$ cat src/rtl/ccrd_map.svh
// Offsets, field positions, reset values and timing counts of the clock ratio decoder.
// Assumes a byte-addressed plain register port with 8-bit addresses and 32-bit data.
`ifndef CCRD_MAP_SVH
`define CCRD_MAP_SVH

// Register offsets
`define CCRD_OFF_STATUS 8'h00
`define CCRD_OFF_RAW 8'h04
`define CCRD_OFF_CTRL 8'h08

// Core ratio field layout, bit 0 of the field is the VCO divider LSB
`define CCRD_CORE_W 7
`define CCRD_VCO_LSB 0
`define CCRD_VCO_MSB 1
`define CCRD_RATIO_LSB 2
`define CCRD_RATIO_MSB 5
`define CCRD_HALF_BIT 6
`define CCRD_SYSTEM_PLL_MULTIPLIER_FIELD_W 4

// Core ratio codes and ratios in half steps
`define CCRD_RATIO_OFF 4'h0
`define CCRD_RATIO_1 4'h1
`define CCRD_RATIO_2 4'h2
`define CCRD_RATIO_3 4'h3
`define CCRD_X2_1P0 4'h2
`define CCRD_X2_1P5 4'h3
`define CCRD_X2_2P0 4'h4
`define CCRD_X2_2P5 4'h5
`define CCRD_X2_3P0 4'h6

// System PLL multiplier range
`define CCRD_SYSTEM_PLL_MULTIPLIER_FIELD_MIN 4'h2
`define CCRD_SYSTEM_PLL_MULTIPLIER_FIELD_MAX 4'h6

// Status register fields
`define CCRD_ST_LOCKED 0
`define CCRD_ST_BYPASS 1
`define CCRD_ST_X2_LSB 2
`define CCRD_ST_VCO_LSB 6
`define CCRD_ST_CRES 8
`define CCRD_ST_MULT_LSB 9
`define CCRD_ST_SRES 13
`define CCRD_RAW_SYSTEM_PLL_MULTIPLIER_FIELD_LSB 8
`define CCRD_CTRL_EN 0

// Reset values
`define CCRD_CTRL_RST 1'b1

// Timing: synchroniser depth and the settle count at which the straps are captured
`define CCRD_SYNC_STAGES 2
`define CCRD_SETTLE_CYC 2'h3

`endif

$ cat src/rtl/ccrd_pkg.sv
// Types shared by the clock ratio decoder files.
// Assumes ccrd_map.svh supplies the numeric constants.
package ccrd_pkg;

	typedef enum logic [1:0] {
		CCRD_VCO_DIV2 = 2'b00,
		CCRD_VCO_DIV4 = 2'b01,
		CCRD_VCO_DIV8 = 2'b10
	} ccrd_vco_t;

	typedef enum logic [1:0] {
		CCRD_ST_WAIT = 2'b00,
		CCRD_ST_SETTLE = 2'b01,
		CCRD_ST_LOCKED = 2'b10
	} ccrd_state_t;

	typedef struct packed {
		logic bypass;
		logic [3:0] mult_x2;
		ccrd_vco_t vco_div;
		logic reserved;
	} ccrd_core_cfg_t;

	typedef struct packed {
		logic [3:0] mult;
		logic reserved;
	} ccrd_csb_cfg_t;

endpackage

$ cat src/rtl/ccrd_top.sv
// Clock ratio decoder: captures the reset configuration straps once and
// drives the core PLL and system PLL settings from registers.
// Assumes strap pins are asynchronous levels held stable around reset release
// and a plain register port on mclk with one-cycle read latency.
`timescale 1ns/1ps
`include "ccrd_map.svh"

module ccrd_top (
	// Clock and reset
	input wire logic mclk,
	input wire logic rstn,

	// Reset configuration straps
	input wire logic [`CCRD_CORE_W-1:0] core_ratio_pin,
	input wire logic [`CCRD_SYSTEM_PLL_MULTIPLIER_FIELD_W-1:0] system_pll_multiplier_field_pin,

	// Register port
	input wire logic [7:0] reg_addr,
	input wire logic [31:0] reg_wdata,
	input wire logic reg_wr,
	input wire logic reg_rd,
	output logic [31:0] reg_rdata,

	// PLL settings
	output ccrd_pkg::ccrd_core_cfg_t core_cfg,
	output ccrd_pkg::ccrd_csb_cfg_t csb_cfg,
	output logic core_pll_en,
	output logic csb_pll_en,
	output logic cfg_locked
);

	localparam ccrd_pkg::ccrd_core_cfg_t CORE_RST = '{
		bypass: 1'b1,
		mult_x2: `CCRD_X2_1P0,
		vco_div: ccrd_pkg::CCRD_VCO_DIV2,
		reserved: 1'b0
	};

	localparam ccrd_pkg::ccrd_csb_cfg_t CSB_RST = '{
		mult: `CCRD_SYSTEM_PLL_MULTIPLIER_FIELD_MIN,
		reserved: 1'b0
	};

	// Synchronised straps
	logic [`CCRD_CORE_W-1:0] core_sync;
	logic [`CCRD_SYSTEM_PLL_MULTIPLIER_FIELD_W-1:0] system_pll_multiplier_field_sync;

	// Captured raw fields
	logic [`CCRD_CORE_W-1:0] core_raw_r;
	logic [`CCRD_SYSTEM_PLL_MULTIPLIER_FIELD_W-1:0] system_pll_multiplier_field_raw_r;

	// Decoded from the synchronised straps
	ccrd_pkg::ccrd_core_cfg_t core_dec;
	ccrd_pkg::ccrd_csb_cfg_t csb_dec;

	// Output flops
	ccrd_pkg::ccrd_core_cfg_t core_cfg_r;
	ccrd_pkg::ccrd_csb_cfg_t csb_cfg_r;
	logic core_pll_en_r;
	logic csb_pll_en_r;
	logic cfg_locked_r;
	logic [31:0] reg_rdata_r;

	// Capture sequencer
	ccrd_pkg::ccrd_state_t state_r;
	ccrd_pkg::ccrd_state_t state_nxt;
	logic [1:0] settle_r;
	logic capture;
	logic settle_done;

	// Control register
	logic ctrl_en_r;

	// Register decode and read words
	logic [2:0] addr_hit;
	logic ctrl_wr;
	logic [31:0] status_w;
	logic [31:0] raw_w;
	logic [31:0] ctrl_w;
	logic [31:0] rd_mux;

	ccrd_sync2 #(
		.W(`CCRD_CORE_W)
	) u_sync_core (
		.mclk(mclk),
		.rstn(rstn),
		.d(core_ratio_pin),
		.q(core_sync)
	);

	ccrd_sync2 #(
		.W(`CCRD_SYSTEM_PLL_MULTIPLIER_FIELD_W)
	) u_sync_system_pll_multiplier_field (
		.mclk(mclk),
		.rstn(rstn),
		.d(system_pll_multiplier_field_pin),
		.q(system_pll_multiplier_field_sync)
	);

	ccrd_decode u_decode (
		.core_ratio_field(core_sync),
		.system_pll_multiplier_field(system_pll_multiplier_field_sync),
		.core_cfg(core_dec),
		.csb_cfg(csb_dec)
	);

	// Strap values only reach the synchroniser output after its stages fill,
	// so the capture waits a fixed count of edges after release.
	always_comb begin
		state_nxt = state_r;
		unique case (state_r)
			ccrd_pkg::CCRD_ST_WAIT: begin
				state_nxt = ccrd_pkg::CCRD_ST_SETTLE;
			end
			ccrd_pkg::CCRD_ST_SETTLE: begin
				if (settle_r == `CCRD_SETTLE_CYC) begin
					state_nxt = ccrd_pkg::CCRD_ST_LOCKED;
				end
			end
			ccrd_pkg::CCRD_ST_LOCKED: begin
				state_nxt = ccrd_pkg::CCRD_ST_LOCKED;
			end
			default: begin
				state_nxt = ccrd_pkg::CCRD_ST_WAIT;
			end
		endcase
	end

	// Last settle edge; the synchroniser has long filled by then
	assign settle_done = (settle_r == `CCRD_SETTLE_CYC);
	assign capture = (state_r == ccrd_pkg::CCRD_ST_SETTLE) && settle_done;

	always_ff @(posedge mclk or negedge rstn) begin
		if (!rstn) begin
			state_r <= ccrd_pkg::CCRD_ST_WAIT;
		end else begin
			state_r <= state_nxt;
		end
	end

	always_ff @(posedge mclk or negedge rstn) begin
		if (!rstn) begin
			settle_r <= 2'h0;
		end else if (state_r == ccrd_pkg::CCRD_ST_SETTLE && !capture) begin
			settle_r <= settle_r + 2'h1;
		end
	end

	// Fields are taken once; no later strap change reaches the PLLs
	always_ff @(posedge mclk or negedge rstn) begin
		if (!rstn) begin
			core_raw_r <= '0;
		end else if (capture) begin
			core_raw_r <= core_sync;
		end
	end

	// Taken beside the core field on the same edge
	always_ff @(posedge mclk or negedge rstn) begin
		if (!rstn) begin
			system_pll_multiplier_field_raw_r <= '0;
		end else if (capture) begin
			system_pll_multiplier_field_raw_r <= system_pll_multiplier_field_sync;
		end
	end

	// Reserved codes arrive here already folded to safe settings
	always_ff @(posedge mclk or negedge rstn) begin
		if (!rstn) begin
			core_cfg_r <= CORE_RST;
		end else if (capture) begin
			core_cfg_r <= core_dec;
		end
	end

	// A reserved multiplier is kept as is so software can see it
	always_ff @(posedge mclk or negedge rstn) begin
		if (!rstn) begin
			csb_cfg_r <= CSB_RST;
		end else if (capture) begin
			csb_cfg_r <= csb_dec;
		end
	end

	// Locked only rises; a new reset is the one way back
	always_ff @(posedge mclk or negedge rstn) begin
		if (!rstn) begin
			cfg_locked_r <= 1'b0;
		end else if (capture) begin
			cfg_locked_r <= 1'b1;
		end
	end

	// Offset decode shared by the write and read paths
	function automatic logic [2:0] reg_sel(input logic [7:0] a);
		reg_sel = 3'h0;
		unique case (a)
			`CCRD_OFF_STATUS: begin
				reg_sel = 3'h1;
			end
			`CCRD_OFF_RAW: begin
				reg_sel = 3'h2;
			end
			`CCRD_OFF_CTRL: begin
				reg_sel = 3'h4;
			end
			default: begin
				reg_sel = 3'h0;
			end
		endcase
	endfunction

	// Writes to read-only offsets fall through harmlessly
	assign addr_hit = reg_sel(reg_addr);
	assign ctrl_wr = reg_wr && addr_hit[2];

	// Software may hold the PLLs off, but cannot change their ratios
	always_ff @(posedge mclk or negedge rstn) begin
		if (!rstn) begin
			ctrl_en_r <= `CCRD_CTRL_RST;
		end else if (ctrl_wr) begin
			ctrl_en_r <= reg_wdata[`CCRD_CTRL_EN];
		end
	end

	// Bypass turns the core PLL off; the core runs straight from the bus clock
	always_ff @(posedge mclk or negedge rstn) begin
		if (!rstn) begin
			core_pll_en_r <= 1'b0;
		end else begin
			core_pll_en_r <= cfg_locked_r && ctrl_en_r && !core_cfg_r.bypass;
		end
	end

	// A reserved bus multiplier keeps the system PLL idle
	always_ff @(posedge mclk or negedge rstn) begin
		if (!rstn) begin
			csb_pll_en_r <= 1'b0;
		end else begin
			csb_pll_en_r <= cfg_locked_r && ctrl_en_r && !csb_cfg_r.reserved;
		end
	end

	// Status mirrors the captured settings, never the live straps
	always_comb begin
		status_w = 32'h0;
		status_w[`CCRD_ST_LOCKED] = cfg_locked_r;
		status_w[`CCRD_ST_BYPASS] = core_cfg_r.bypass;
		status_w[`CCRD_ST_X2_LSB +: 4] = core_cfg_r.mult_x2;
		status_w[`CCRD_ST_VCO_LSB +: 2] = core_cfg_r.vco_div;
		status_w[`CCRD_ST_CRES] = core_cfg_r.reserved;
		status_w[`CCRD_ST_MULT_LSB +: 4] = csb_cfg_r.mult;
		status_w[`CCRD_ST_SRES] = csb_cfg_r.reserved;
	end

	// Raw fields show a reserved code even after it was folded
	always_comb begin
		raw_w = 32'h0;
		raw_w[`CCRD_CORE_W-1:0] = core_raw_r;
		raw_w[`CCRD_RAW_SYSTEM_PLL_MULTIPLIER_FIELD_LSB +: `CCRD_SYSTEM_PLL_MULTIPLIER_FIELD_W] = system_pll_multiplier_field_raw_r;
	end

	// Only the enable bit is writable
	always_comb begin
		ctrl_w = 32'h0;
		ctrl_w[`CCRD_CTRL_EN] = ctrl_en_r;
	end

	// Unmapped offsets read as zero
	always_comb begin
		rd_mux = 32'h0;
		if (addr_hit[0]) begin
			rd_mux = status_w;
		end
		if (addr_hit[1]) begin
			rd_mux = raw_w;
		end
		if (addr_hit[2]) begin
			rd_mux = ctrl_w;
		end
	end

	// Read data stands only in the cycle after the strobe
	always_ff @(posedge mclk or negedge rstn) begin
		if (!rstn) begin
			reg_rdata_r <= 32'h0;
		end else if (reg_rd) begin
			reg_rdata_r <= rd_mux;
		end else begin
			reg_rdata_r <= 32'h0;
		end
	end

	// Outputs are plain copies of the flops
	assign reg_rdata = reg_rdata_r;
	assign core_cfg = core_cfg_r;
	assign csb_cfg = csb_cfg_r;
	assign core_pll_en = core_pll_en_r;
	assign csb_pll_en = csb_pll_en_r;
	assign cfg_locked = cfg_locked_r;

endmodule

$ cat src/rtl/ccrd_sync2.sv
// Two-flop synchroniser for a bundle of independent strap levels.
// Assumes each bit is a slow level; no word coherence is implied.
`timescale 1ns/1ps
`include "ccrd_map.svh"

module ccrd_sync2 #(
	parameter int W = 1
) (
	// Clock and reset
	input wire logic mclk,
	input wire logic rstn,
	// Levels
	input wire logic [W-1:0] d,
	output logic [W-1:0] q
);

	logic [W-1:0] meta_r;

	genvar i;
	generate
		for (i = 0; i < W; i++) begin : g_bit
			always_ff @(posedge mclk or negedge rstn) begin
				if (!rstn) begin
					meta_r[i] <= 1'b0;
					q[i] <= 1'b0;
				end else begin
					meta_r[i] <= d[i];
					q[i] <= meta_r[i];
				end
			end
		end
	endgenerate

endmodule

$ cat src/rtl/ccrd_decode.sv
// Combinational decode of the core ratio and system multiplier fields.
// Assumes the caller registers the result.
`timescale 1ns/1ps
`include "ccrd_map.svh"

module ccrd_decode (
	// Fields
	input wire logic [`CCRD_CORE_W-1:0] core_ratio_field,
	input wire logic [`CCRD_SYSTEM_PLL_MULTIPLIER_FIELD_W-1:0] system_pll_multiplier_field,
	// Decoded
	output ccrd_pkg::ccrd_core_cfg_t core_cfg,
	output ccrd_pkg::ccrd_csb_cfg_t csb_cfg
);

	function automatic ccrd_pkg::ccrd_vco_t vco_sel(input logic [1:0] b);
		unique case (b)
			2'b00: vco_sel = ccrd_pkg::CCRD_VCO_DIV2;
			2'b01: vco_sel = ccrd_pkg::CCRD_VCO_DIV4;
			default: vco_sel = ccrd_pkg::CCRD_VCO_DIV8;
		endcase
	endfunction

	logic [3:0] ratio;
	logic half;

	assign ratio = core_ratio_field[`CCRD_RATIO_MSB:`CCRD_RATIO_LSB];
	assign half = core_ratio_field[`CCRD_HALF_BIT];

	always_comb begin
		core_cfg.bypass = 1'b0;
		core_cfg.mult_x2 = `CCRD_X2_1P0;
		core_cfg.vco_div = vco_sel(core_ratio_field[`CCRD_VCO_MSB:`CCRD_VCO_LSB]);
		core_cfg.reserved = 1'b0;
		if (ratio == `CCRD_RATIO_OFF) begin
			core_cfg.bypass = 1'b1;
			core_cfg.vco_div = ccrd_pkg::CCRD_VCO_DIV2;
		end else begin
			unique case ({ratio, half})
				{`CCRD_RATIO_1, 1'b0}: core_cfg.mult_x2 = `CCRD_X2_1P0;
				{`CCRD_RATIO_1, 1'b1}: core_cfg.mult_x2 = `CCRD_X2_1P5;
				{`CCRD_RATIO_2, 1'b0}: core_cfg.mult_x2 = `CCRD_X2_2P0;
				{`CCRD_RATIO_2, 1'b1}: core_cfg.mult_x2 = `CCRD_X2_2P5;
				{`CCRD_RATIO_3, 1'b0}: core_cfg.mult_x2 = `CCRD_X2_3P0;
				default: begin
					// Reserved codes fall back to bypass, the one setting always safe
					core_cfg.bypass = 1'b1;
					core_cfg.vco_div = ccrd_pkg::CCRD_VCO_DIV2;
					core_cfg.reserved = 1'b1;
				end
			endcase
		end
	end

	always_comb begin
		csb_cfg.mult = system_pll_multiplier_field;
		csb_cfg.reserved = (system_pll_multiplier_field < `CCRD_SYSTEM_PLL_MULTIPLIER_FIELD_MIN) ||
			(system_pll_multiplier_field > `CCRD_SYSTEM_PLL_MULTIPLIER_FIELD_MAX);
	end

endmodule

$ cat config.mk
export PLATFORM = sky130hd
export DESIGN_NAME = ccrd_top
export DESIGN_NICKNAME = d
export VERILOG_FILES = /design/src/rtl/ccrd_pkg.sv /design/src/rtl/ccrd_top.sv /design/src/rtl/ccrd_sync2.sv /design/src/rtl/ccrd_decode.sv
export VERILOG_INCLUDE_DIRS = /design/src /design/src/rtl
export SDC_FILE = /design/constraint.sdc
export NUM_CORES = 1
export LEC_CHECK = 0
export ABC_AREA = 1
export BUFFER_PORTS_ARGS = -buffer_cell sky130_fd_sc_hd__buf_2
export CAP_MARGIN = 20
export CORE_ASPECT_RATIO = 1.2
export CORE_MARGIN = 10
export CORE_UTILIZATION = 45
export CTS_CLUSTER_SIZE = 28
export DETAILED_ROUTE_END_ITERATION = 12
export PLACE_DENSITY_LB_ADDON = 0.25
export SETUP_SLACK_MARGIN = 0.2
export SLEW_MARGIN = 30
export SYNTH_ARGS = -nofsm -noshare
export SYNTH_HDL_FRONTEND = slang
export SYNTH_SLANG_ARGS = --single-unit
$ cat constraint.sdc
create_clock -name mclk -period 2.1 [get_ports mclk]
set_input_delay 0.63 -clock mclk [delete_from_list [all_inputs] [get_ports mclk]]
set_output_delay 0.63 -clock mclk [all_outputs]
set_load 0.05 [all_outputs]
==> flow_results.xml, run 1 <==
<?xml version="1.0" encoding="UTF-8"?>
<metrics>
  <group name="status">
    <metric name="run_status" unit="">finished clean</metric>
  </group>
  <group name="clock_tree">
    <metric name="clkSinkCount" unit="">64</metric>
    <metric name="cts_tree" unit="">built</metric>
    <metric name="clock_insertion_delay_worst_skew" unit="ns">0.34</metric>
    <metric name="cts.reportedPaths.clkPinSlew" unit="ns">0.07</metric>
    <metric name="holdBufCountCts" unit="">0</metric>
    <metric name="cts_max_path_buffers" unit="">2</metric>
    <metric name="post-cts-setup-buffer-count" unit="">0</metric>
    <metric name="tritoncts.num_buffers" unit="">9</metric>
    <metric name="cts_root_buf" unit="">clkbuf_8</metric>
    <metric name="post_cts_resized" unit="">0</metric>
    <metric name="h-tree-depth" unit="">3</metric>
  </group>
  <group name="worst_setup_path">
    <metric name="worst_ep_required_time" unit="ns">1.47</metric>
    <metric name="reg2reg_setup_slack" unit="ns">0.72</metric>
    <metric name="startpoint" unit="">core_cfg[7]$_DFFE_PN1P_</metric>
    <metric name="critical_path.cell_chain" unit="">buf_2</metric>
    <metric name="path_delay_family" unit="">flip-flops</metric>
    <metric name="criticalPathCategory" unit="">flop to output port</metric>
    <metric name="r2r-end" unit="">csb_cfg[0]$_DFFE_PN0P_</metric>
    <metric name="critPathMaxFanout" unit="">4</metric>
    <metric name="cp-end-kind" unit="">output port</metric>
    <metric name="worstRegToRegCells" unit="">8</metric>
    <metric name="timing.critical_path.arrival" unit="ns">1.18</metric>
    <metric name="critical-path-slowest-cell" unit="">dfstp_2</metric>
    <metric name="critical_path.startpoint_type" unit="">flop</metric>
    <metric name="rr_startpoint" unit="">state_r[1]$_DFFE_PN0P_</metric>
    <metric name="timing.critical_path.slowest_cell_delay" unit="ns">0.57</metric>
    <metric name="crit_buf_inv" unit="">1</metric>
  </group>
  <group name="drt">
    <metric name="ant_nets" unit="">0</metric>
    <metric name="vias" unit="">1684</metric>
    <metric name="drt-wirelength-per-cell" unit="um">13.5</metric>
    <metric name="detail_route.drc_violations" unit="">0</metric>
    <metric name="vias_per_cell" unit="">4.56</metric>
    <metric name="pre_antenna_drt_iters" unit="">4</metric>
    <metric name="drt-initial-drc-count" unit="">90</metric>
    <metric name="drt-total-wl" unit="mm">4.98</metric>
  </group>
  <group name="sta">
    <metric name="smallest_hold_slack" unit="ns">0.232</metric>
    <metric name="timing.final.crit_share" unit="%">86.4</metric>
    <metric name="final.setup.tns" unit="ns">0</metric>
    <metric name="fmax" unit="MHz">551</metric>
    <metric name="rsz0062_at_grt" unit="">no</metric>
    <metric name="final_hold_viol_count" unit="">0</metric>
    <metric name="report.final.setup_viol" unit="">0</metric>
    <metric name="post-route-worst-setup-slack" unit="ns">0.285</metric>
    <metric name="finalWorstPathRequiredPeriod" unit="ns">1.81</metric>
    <metric name="maxSlewViolCount" unit="">0</metric>
    <metric name="finalClockSkew" unit="ns">0.00755</metric>
  </group>
  <group name="power">
    <metric name="report.power.total" unit="mW">2.82</metric>
    <metric name="p_leak" unit="nW">1.60</metric>
    <metric name="worst_ir_drop_vdd" unit="uV">544</metric>
    <metric name="power_density" unit="nW/um2">931</metric>
  </group>
  <group name="grt">
    <metric name="grt_start_max_net_pins" unit="">46</metric>
    <metric name="antenna_found_initial" unit="">0</metric>
    <metric name="globalRouteTotalUtil" unit="%">11.6</metric>
    <metric name="grt_first_pass_wirelength" unit="mm">7.91</metric>
    <metric name="global_route.overflow_total" unit="">0</metric>
    <metric name="first_global_vias" unit="">1688</metric>
  </group>
  <group name="placement">
    <metric name="placedCellCount" unit="">353</metric>
    <metric name="dp_hpwl" unit="mm">3.62</metric>
    <metric name="gpl.final_weighted_congestion" unit="">0.811</metric>
    <metric name="dpl-instance-area" unit="um2">2780</metric>
    <metric name="dpl_worst_slack" unit="ns">0.409</metric>
    <metric name="io_buffers" unit="">52</metric>
  </group>
  <group name="floorplanning">
    <metric name="floorplan.die.height" unit="um">102</metric>
    <metric name="die_x" unit="um">88.6</metric>
    <metric name="initial_standard_cell_utilization_of_the_core" unit="%">47.4</metric>
    <metric name="die-area" unit="um2">9070</metric>
    <metric name="placementRows" unit="">29</metric>
    <metric name="core_area" unit="um2">5370</metric>
    <metric name="io-pin-count" unit="">103</metric>
  </group>
  <group name="layout">
    <metric name="final_util" unit="%">56.4</metric>
    <metric name="n_antenna_cell" unit="">0</metric>
    <metric name="post_route_cells_drive_above_1_share" unit="%">30.6</metric>
    <metric name="fin_cells" unit="">369</metric>
    <metric name="area_growth" unit="%">19.0</metric>
    <metric name="num-nets-final" unit="">360</metric>
    <metric name="final_standard_cell_area_without_fillers" unit="um2">3030</metric>
  </group>
  <group name="synthesis">
    <metric name="synth.avg_cell_area" unit="um2">10.4</metric>
    <metric name="syn_area" unit="um2">2540</metric>
    <metric name="synthXorXnorAreaFrac" unit="%">0.344</metric>
    <metric name="synth.yosys.seq_area_share" unit="%">63.2</metric>
    <metric name="synth_mux_area_share" unit="%">0.443</metric>
    <metric name="synth_edf_count" unit="">0</metric>
    <metric name="post_synth_and_or_nand_nor_area_fraction" unit="%">17.9</metric>
    <metric name="synth-warning-count" unit="">0</metric>
    <metric name="synth-compound-area-share" unit="%">5.12</metric>
    <metric name="synth_cell_types" unit="">28</metric>
    <metric name="synth_fa_ha_area_share" unit="%">1.48</metric>
    <metric name="yosys_register_bits" unit="">64</metric>
    <metric name="ys_async_sr_fraction" unit="%">100</metric>
    <metric name="post_synth_inst_count" unit="">245</metric>
    <metric name="dominantRegCellSynth" unit="">dfrtp_1</metric>
    <metric name="synth_top_family_by_area" unit="">simple AND/OR/NAND/NOR gates</metric>
  </group>
  <group name="hold_path">
    <metric name="hold_class" unit="">input pin to async pin</metric>
  </group>
  <group name="run">
    <metric name="cap_viol_max_count" unit="">0</metric>
  </group>
</metrics>
## sequential cells by signal, indices dropped and copies added, names as in the netlist
signal	count
reg_rdata	14
core_cfg	7
core_raw_r	7
u_sync_core.meta_r	7
u_sync_core.q	7
system_pll_multiplier_field_raw_r	4
u_sync_system_pll_multiplier_field.meta_r	4
u_sync_system_pll_multiplier_field.q	4
csb_cfg	2
settle_r	2
state_r	2
cfg_locked	1
core_pll_en	1
csb_pll_en	1
ctrl_en_r	1
## cell type report
class                           count  area [um2]
Fill cell                         467        2340
Sequential cell                    64        1610
Multi-Input combinational cell    149         713
Timing Repair Buffer               56         303
Clock buffer                       11         141
Clock inverter                      5         104
Inverter                           22        82.6
Tap cell                           62        77.6
## layout by cell type, fill, tap and decap left out
cell       instances
buf_4              3
clkinv_2           1
nor3_1             4
inv_2              1
conb_1            19
clkinv_1           1
or2_1              1
ha_1               3
buf_2             52
a21oi_2            1
nor2_4             1
nor3_2             1
dfrtp_1           60
mux2_2             1
bufinv_16          3
nand4_1            1
nor2_1            10
nand2_2           11
o21ai_0           10
nand2_1           52
clkinv_4           1
clkbuf_1           1
buf_12             1
o21ai_1            2
clkbuf_8          10
dfstp_2            4
a21oi_1           11
xnor2_1            1
nor2_2             3
a31oi_1            1
nand3_1           16
inv_1             20
## logic make-up after synthesis
family / after synthesis
DFF: 64
other: 1
buffers and inverters: 50
adders and majority gates: 3
xor gates and xnor gates: 1
and+or+nand+nor: 100
muxes: 1
AOI/OAI and AO/OA: 25
## worst max-delay path by stage
| stage | endpoint | depth (start not counted) | slack [ns] |
|---|---|---|---|
| final | core_cfg[7] | 1 | 0.29 |
| after global routing | core_cfg[7] | 1 | 0.26 |
| after CTS | core_cfg[7] | 1 | 0.28 |
| after detailed placement | reg_rdata[9]$_DFF_PN0_ | 7 | 0.41 |
| after global placement | reg_rdata[11]$_DFF_PN0_ | 7 | 0.42 |
| after floorplan | reg_rdata[2]$_DFF_PN0_ | 6 | 0.78 |
## power by group
group / internal, mW / switching, mW
combinational: 0.0448 / 0.192
clock: 0.821 / 0.457
sequential: 1.28 / 0.0255
## layer usage
metal  routed length [um]  GRT usage (%)  share of wire, %  vias up
met5                    0              0                 0        -
met4                   82           4.86               1.6        0
met3                  488           6.29               9.8        9
met2                 2380           18.9                48       59
met1                 2020           12.2                41      770
li1                     -              -                 -      846
## cells in the mapped netlist (2+ instances only)
master | n | area (um2)
nor3_1 | 4 | 20.0
nand2_2 | 11 | 68.8
nor2_2 | 3 | 18.8
a21oi_1 | 11 | 55.1
nand2_1 | 52 | 195
ha_1 | 3 | 37.5
nor2_1 | 10 | 37.5
buf_4 | 24 | 180
dfstp_2 | 4 | 105
o21ai_1 | 2 | 10.0
buf_2 | 2 | 10.0
dfrtp_1 | 60 | 1500
inv_1 | 20 | 75.1
nand3_1 | 16 | 80.1
o21ai_0 | 10 | 50.1
Note: power is estimated with default switching activity, not from simulation.
==> run 2: changes to the inputs <==
--- a/config.mk
+++ b/config.mk
@@ -9,9 +9,11 @@
 export ABC_AREA = 1
 export BUFFER_PORTS_ARGS = -buffer_cell sky130_fd_sc_hd__buf_2
 export CAP_MARGIN = 20
+export CELL_PAD_IN_SITES_DETAIL_PLACEMENT = 1
+export CELL_PAD_IN_SITES_GLOBAL_PLACEMENT = 1
 export CORE_ASPECT_RATIO = 1.2
 export CORE_MARGIN = 10
-export CORE_UTILIZATION = 45
+export CORE_UTILIZATION = 38
 export CTS_CLUSTER_SIZE = 28
 export DETAILED_ROUTE_END_ITERATION = 12
 export PLACE_DENSITY_LB_ADDON = 0.25
==> constraint.sdc (replaced) <==
create_clock -name mclk -period 2.2 [get_ports mclk]
set_input_delay 0.66 -clock mclk [delete_from_list [all_inputs] [get_ports mclk]]
set_output_delay 0.66 -clock mclk [all_outputs]
set_load 0.05 [all_outputs]
==> flow_results.xml, run 2 (synthesized netlist as in run 1, its figures left out) <==
<?xml version="1.0" encoding="UTF-8"?>
<metrics>
  <group name="sta">
    <metric name="final.setup.tns" unit="ns">0</metric>
    <metric name="post-route-worst-setup-slack" unit="ns">0.365</metric>
    <metric name="fmax" unit="MHz">545</metric>
    <metric name="timing.final.crit_share" unit="%">83.4</metric>
    <metric name="finalWorstPathRequiredPeriod" unit="ns">1.84</metric>
    <metric name="report.final.setup_viol" unit="">0</metric>
    <metric name="rsz0062_at_grt" unit="">no</metric>
    <metric name="finalClockSkew" unit="ns">0.00834</metric>
    <metric name="maxSlewViolCount" unit="">0</metric>
    <metric name="final_hold_viol_count" unit="">0</metric>
  </group>
  <group name="clock_tree">
    <metric name="holdBufCountCts" unit="">0</metric>
    <metric name="tritoncts.num_buffers" unit="">9</metric>
    <metric name="clock_insertion_delay_worst_skew" unit="ns">0.34</metric>
    <metric name="cts.reportedPaths.clkPinSlew" unit="ns">0.07</metric>
    <metric name="clkSinkCount" unit="">64</metric>
    <metric name="post-cts-setup-buffer-count" unit="">0</metric>
    <metric name="cts_root_buf" unit="">clkbuf_8</metric>
    <metric name="cts_max_path_buffers" unit="">2</metric>
    <metric name="h-tree-depth" unit="">3</metric>
    <metric name="post_cts_resized" unit="">0</metric>
    <metric name="cts_tree" unit="">built</metric>
  </group>
  <group name="worst_setup_path">
    <metric name="critPathMaxFanout" unit="">4</metric>
    <metric name="cp-end-kind" unit="">output port</metric>
    <metric name="crit_buf_inv" unit="">1</metric>
    <metric name="r2r-end" unit="">csb_cfg[0]$_DFFE_PN0P_</metric>
    <metric name="reg2reg_setup_slack" unit="ns">0.76</metric>
    <metric name="path_delay_family" unit="">flip-flops</metric>
    <metric name="critical-path-slowest-cell" unit="">dfstp_2</metric>
    <metric name="worstRegToRegCells" unit="">8</metric>
    <metric name="worst_ep_required_time" unit="ns">1.54</metric>
    <metric name="rr_startpoint" unit="">state_r[1]$_DFFE_PN0P_</metric>
    <metric name="timing.critical_path.slowest_cell_delay" unit="ns">0.57</metric>
    <metric name="timing.critical_path.arrival" unit="ns">1.18</metric>
    <metric name="critical_path.cell_chain" unit="">buf_2</metric>
    <metric name="critical_path.startpoint_type" unit="">flop</metric>
    <metric name="criticalPathCategory" unit="">flop to output port</metric>
  </group>
  <group name="grt">
    <metric name="grt_first_pass_wirelength" unit="mm">9.18</metric>
    <metric name="first_global_vias" unit="">1947</metric>
    <metric name="global_route.overflow_total" unit="">0</metric>
    <metric name="grt_start_max_net_pins" unit="">65</metric>
    <metric name="antenna_found_initial" unit="">0</metric>
    <metric name="globalRouteTotalUtil" unit="%">11.4</metric>
  </group>
  <group name="layout">
    <metric name="n_antenna_cell" unit="">0</metric>
    <metric name="layout.cells.most_common" unit="">dfrtp_1</metric>
    <metric name="largest_register_ffs" unit="">14</metric>
    <metric name="multi_input_comb_area" unit="um2">713</metric>
    <metric name="area_growth" unit="%">19.1</metric>
    <metric name="post_route_cells_drive_above_1_share" unit="%">30.6</metric>
    <metric name="final-seq-area" unit="um2">1610</metric>
    <metric name="fill_cells" unit="">776</metric>
    <metric name="final_util" unit="%">46.7</metric>
    <metric name="most_frequent_cells_in_the_layout" unit="">60 x dfrtp_1, 52 x nand2_1, 52 x buf_2</metric>
    <metric name="num-nets-final" unit="">360</metric>
  </group>
  <group name="floorplanning">
    <metric name="floorplan.die.height" unit="um">110</metric>
    <metric name="die-area" unit="um2">10400</metric>
    <metric name="io-pin-count" unit="">103</metric>
    <metric name="initial_standard_cell_utilization_of_the_core" unit="%">39.2</metric>
    <metric name="core_area" unit="um2">6490</metric>
    <metric name="placementRows" unit="">32</metric>
    <metric name="die_x" unit="um">94.7</metric>
  </group>
  <group name="placement">
    <metric name="gpl.final_weighted_congestion" unit="">0.743</metric>
    <metric name="io_buffers" unit="">52</metric>
    <metric name="dp_hpwl" unit="mm">4.02</metric>
    <metric name="dpl_worst_slack" unit="ns">0.408</metric>
  </group>
  <group name="power">
    <metric name="worst_ir_drop_vdd" unit="uV">427</metric>
    <metric name="p_leak" unit="nW">1.59</metric>
    <metric name="power_density" unit="nW/um2">840</metric>
  </group>
  <group name="drt">
    <metric name="pre_antenna_drt_iters" unit="">4</metric>
    <metric name="vias_per_cell" unit="">4.51</metric>
    <metric name="detail_route.drc_violations" unit="">0</metric>
    <metric name="ant_nets" unit="">0</metric>
    <metric name="drt-wirelength-per-cell" unit="um">13.9</metric>
    <metric name="drt-total-wl" unit="mm">5.46</metric>
    <metric name="drt-initial-drc-count" unit="">70</metric>
    <metric name="vias" unit="">1767</metric>
  </group>
  <group name="status">
    <metric name="run_status" unit="">finished clean</metric>
  </group>
  <group name="hold_path">
    <metric name="hold_class" unit="">input pin to async pin</metric>
  </group>
  <group name="run">
    <metric name="cap_viol_max_count" unit="">0</metric>
  </group>
</metrics>
-- run 2: how the worst max path moves through the flow --
| stage | startpoint | cells past startpoint | to |
|---|---|---|---|
| final | core_cfg[7]$_DFFE_PN1P_ | 1 | core_cfg[7] |
| after global routing | core_cfg[7]$_DFFE_PN1P_ | 1 | core_cfg[7] |
| after CTS | core_cfg[7]$_DFFE_PN1P_ | 1 | core_cfg[7] |
| after detailed placement | reg_addr[1] | 7 | reg_rdata[2]$_DFF_PN0_ |
| after global placement | reg_addr[1] | 7 | reg_rdata[2]$_DFF_PN0_ |
| after floorplan | reg_addr[5] | 6 | reg_rdata[2]$_DFF_PN0_ |
-- run 2: routing by layer --
| metal | part of all wire, % | routed length (um) | GRT usage (%) |
|---|---|---|---|
| met5 | 0 | 0 | 0 |
| met1 | 42 | 2300 | 13.0 |
| met4 | 1.9 | 104 | 6.10 |
| met2 | 49 | 2700 | 18.1 |
| met3 | 6.6 | 361 | 4.37 |
-- run 2: final cells by class --
type	instances	share of cell area [%]
clock inverters	2	1.16
repair buffers	56	10.0
clock buffers	14	6.03
multi-input cells	149	23.5
well taps	85	3.51
inverters	22	2.73
flip-flops and latches	64	53.0
-- run 2: power breakdown --
| group | switching, mW | internal (mW) | leakage (nW) |
|---|---|---|---|
| Sequential | 0.0240 | 1.22 | 0.773 |
| Combinational | 0.184 | 0.0429 | 0.708 |
| Clock | 0.425 | 0.646 | 0.113 |
| Total | 0.633 | 1.91 | 1.59 |
-- run 2: per-stage QoR --
stage	std cells	cell area (um2)	hold slack (ns)	total power, mW
after floorplan	263	2610	0.331	1.45
after global placement	376	2810	0.332	1.49
after detailed placement	376	2810	0.337	1.50
after CTS	392	3030	0.331	2.57
after global routing	392	3030	0.341	2.65
final	392	3030	0.325	2.54
==> run 3: changes to the inputs <==
--- a/config.mk
+++ b/config.mk
@@ -13,7 +13,7 @@
 export CELL_PAD_IN_SITES_GLOBAL_PLACEMENT = 1
 export CORE_ASPECT_RATIO = 1.2
 export CORE_MARGIN = 10
-export CORE_UTILIZATION = 38
+export CORE_UTILIZATION = 32
 export CTS_CLUSTER_SIZE = 28
 export DETAILED_ROUTE_END_ITERATION = 12
 export PLACE_DENSITY_LB_ADDON = 0.25
==> constraint.sdc (replaced) <==
create_clock -name mclk -period 1.61 [get_ports mclk]
set_input_delay 0.483 -clock mclk [delete_from_list [all_inputs] [get_ports mclk]]
set_output_delay 0.483 -clock mclk [all_outputs]
set_load 0.05 [all_outputs]
==> flow_results.xml, run 3 (synthesized netlist as in run 1, its figures left out) <==
<?xml version="1.0" encoding="UTF-8"?>
<metrics>
  <group name="clock_tree">
    <metric name="clkSinkCount" unit="">64</metric>
    <metric name="cts_root_buf" unit="">clkbuf_8</metric>
    <metric name="holdBufCountCts" unit="">0</metric>
    <metric name="cts_max_path_buffers" unit="">2</metric>
    <metric name="tritoncts.num_buffers" unit="">9</metric>
    <metric name="clock_insertion_delay_worst_skew" unit="ns">0.33</metric>
    <metric name="cts.reportedPaths.clkPinSlew" unit="ns">0.07</metric>
    <metric name="cts_tree" unit="">built</metric>
    <metric name="h-tree-depth" unit="">3</metric>
  </group>
  <group name="floorplanning">
    <metric name="initial_standard_cell_utilization_of_the_core" unit="%">33.0</metric>
    <metric name="floorplan.die.height" unit="um">118</metric>
    <metric name="placementRows" unit="">35</metric>
    <metric name="core_area" unit="um2">7710</metric>
    <metric name="die-area" unit="um2">11900</metric>
    <metric name="die_x" unit="um">101</metric>
    <metric name="io-pin-count" unit="">103</metric>
  </group>
  <group name="power">
    <metric name="power.combinational.fraction" unit="%">11.6</metric>
    <metric name="cell_internal_pwr" unit="mW">2.32</metric>
    <metric name="worst_ir_drop_vdd" unit="uV">420</metric>
    <metric name="p_leak" unit="nW">1.69</metric>
    <metric name="swShare" unit="%">27.5</metric>
    <metric name="power_density" unit="nW/um2">966</metric>
    <metric name="clkPwrFrac" unit="%">35.4</metric>
    <metric name="seq_power_share" unit="%">53.0</metric>
    <metric name="total_switching_power" unit="mW">0.881</metric>
  </group>
  <group name="drt">
    <metric name="drt-wirelength-per-cell" unit="um">14.2</metric>
    <metric name="vias" unit="">1847</metric>
    <metric name="ant_nets" unit="">0</metric>
    <metric name="drt-total-wl" unit="mm">5.95</metric>
    <metric name="vias_per_cell" unit="">4.41</metric>
    <metric name="detail_route.drc_violations" unit="">0</metric>
    <metric name="drt-initial-drc-count" unit="">66</metric>
    <metric name="pre_antenna_drt_iters" unit="">4</metric>
  </group>
  <group name="worst_setup_path">
    <metric name="critical_path.cell_chain" unit="">buf_8</metric>
    <metric name="timing.critical_path.arrival" unit="ns">1.04</metric>
    <metric name="criticalPathCategory" unit="">flop to output port</metric>
    <metric name="cp-end-kind" unit="">output port</metric>
    <metric name="path_delay_family" unit="">flip-flops</metric>
    <metric name="timing.critical_path.slowest_cell_delay" unit="ns">0.55</metric>
    <metric name="critPathMaxFanout" unit="">2</metric>
    <metric name="crit_buf_inv" unit="">1</metric>
    <metric name="critical-path-slowest-cell" unit="">dfstp_2</metric>
    <metric name="critical_path.startpoint_type" unit="">flop</metric>
    <metric name="worst_ep_required_time" unit="ns">1.13</metric>
  </group>
  <group name="sta">
    <metric name="fmax" unit="MHz">657</metric>
    <metric name="final.setup.tns" unit="ns">0</metric>
    <metric name="rsz0062_at_grt" unit="">yes</metric>
    <metric name="smallest_hold_slack" unit="ns">0.133</metric>
    <metric name="finalWorstPathRequiredPeriod" unit="ns">1.52</metric>
    <metric name="final_hold_viol_count" unit="">0</metric>
    <metric name="timing.final.crit_share" unit="%">94.5</metric>
    <metric name="finalClockSkew" unit="ns">0.00884</metric>
    <metric name="post-route-worst-setup-slack" unit="ns">0.0890</metric>
    <metric name="report.final.setup_viol" unit="">0</metric>
    <metric name="maxSlewViolCount" unit="">0</metric>
  </group>
  <group name="grt">
    <metric name="grt_first_pass_wirelength" unit="mm">9.74</metric>
    <metric name="global_route.overflow_total" unit="">0</metric>
    <metric name="first_global_vias" unit="">2006</metric>
    <metric name="grt_start_max_net_pins" unit="">65</metric>
    <metric name="antenna_found_initial" unit="">0</metric>
    <metric name="globalRouteTotalUtil" unit="%">10.3</metric>
  </group>
  <group name="run">
    <metric name="cap_viol_max_count" unit="">0</metric>
  </group>
  <group name="layout">
    <metric name="fin_cells" unit="">419</metric>
    <metric name="final_util" unit="%">43.1</metric>
    <metric name="largest_register_ffs" unit="">14</metric>
    <metric name="post_route_cells_drive_above_1_share" unit="%">35.8</metric>
    <metric name="area_growth" unit="%">30.5</metric>
    <metric name="n_antenna_cell" unit="">0</metric>
    <metric name="layout.cells.most_common" unit="">dfrtp_1</metric>
    <metric name="most_frequent_cells_in_the_layout" unit="">59 x dfrtp_1, 52 x nand2_1, 35 x buf_4</metric>
    <metric name="num-nets-final" unit="">380</metric>
    <metric name="fill_cells" unit="">890</metric>
  </group>
  <group name="hold_path">
    <metric name="hold_class" unit="">input pin to async pin</metric>
  </group>
  <group name="placement">
    <metric name="io_buffers" unit="">52</metric>
    <metric name="gpl.final_weighted_congestion" unit="">0.707</metric>
    <metric name="dp_hpwl" unit="mm">4.14</metric>
    <metric name="placedCellCount" unit="">385</metric>
    <metric name="dpl_worst_slack" unit="ns">0.148</metric>
  </group>
  <group name="status">
    <metric name="run_status" unit="">finished clean</metric>
  </group>
</metrics>
==> run 3: changes by cell type in the layout (fill, tap and decap cells not counted), moves of 3 or more <==
cell	change
buf_2	-29
buf_4	+32
buf_6	+11
buf_8	+3
clkbuf_8	-4
==> run 3: path summary, 6_finish.rpt <==
| check | from | endpoint | slack (ns) | cells past startpoint |
|---|---|---|---|---|
| min | rstn | system_pll_multiplier_field_raw_r[2]$_DFFE_PN0P_ | 0.13 | 2 |
| max reg2reg | state_r[1]$_DFFE_PN0P_ | csb_cfg[0]$_DFFE_PN0P_ | 0.33 | 8 |
| min reg2reg | u_sync_core.meta_r[1]$_DFF_PN0_ | u_sync_core.q[1]$_DFF_PN0_ | 0.35 | 0 |
| max | core_cfg[4]$_DFFE_PN1P_ | core_cfg[4] | 0.09 | 1 |
| max in group asynchronous | rstn | ctrl_en_r$_DFFE_PN1P_ | 1.12 | 2 |
| min in group mclk | system_pll_multiplier_field_pin[2] | u_sync_system_pll_multiplier_field.meta_r[2]$_DFF_PN0_ | 0.25 | 1 |
==> run 3: stage by stage <==
stage	area, um2	power, mW
2_1_floorplan	2610	1.98
3_3_place_gp	2850	2.05
3_5_place_dp	2850	2.05
4_1_cts	3230	3.25
5_1_grt	3320	3.36
6_report	3320	3.21
==> run 3: power groups by stage <==
stage | clock network [mW] | registers, mW | logic [mW]
2_1_floorplan | 0 | 1.77 | 0.204
3_3_place_gp | 0 | 1.73 | 0.315
3_5_place_dp | 0 | 1.73 | 0.318
4_1_cts | 1.18 | 1.70 | 0.369
5_1_grt | 1.26 | 1.70 | 0.402
6_report | 1.14 | 1.70 | 0.371
==> run 3: layer usage <==
| metal | global-route usage (%) | part of all wire [%] | vias to the layer above | wire length (um) |
|---|---|---|---|---|
| li1 | - | - | 879 | - |
| met1 | 11.3 | 40 | 896 | 2370 |
| met2 | 16.4 | 50 | 58 | 2990 |
| met3 | 3.46 | 7.1 | 14 | 425 |
| met4 | 6.37 | 2.7 | 0 | 158 |
| met5 | 0 | 0 | - | 0 |
==> run 3: layout make-up <==
class                           count  area (um2)  area share, %
Inverter                           22        85.1           2.56
Timing Repair Buffer               76         602           18.1
Clock buffer                       12         135           4.07
Sequential cell                    64        1610           48.4
Clock inverter                      4        22.5          0.678
Multi-Input combinational cell    149         752           22.7
Tap cell                           92         115           3.47
==> run 3: what timing repair did <==
action	CTS	global route
endpoints found under the setup margin	29	17
buffers inserted	11	7
cloned	0	0
pin swaps	0	3
gates resized for setup	46	13
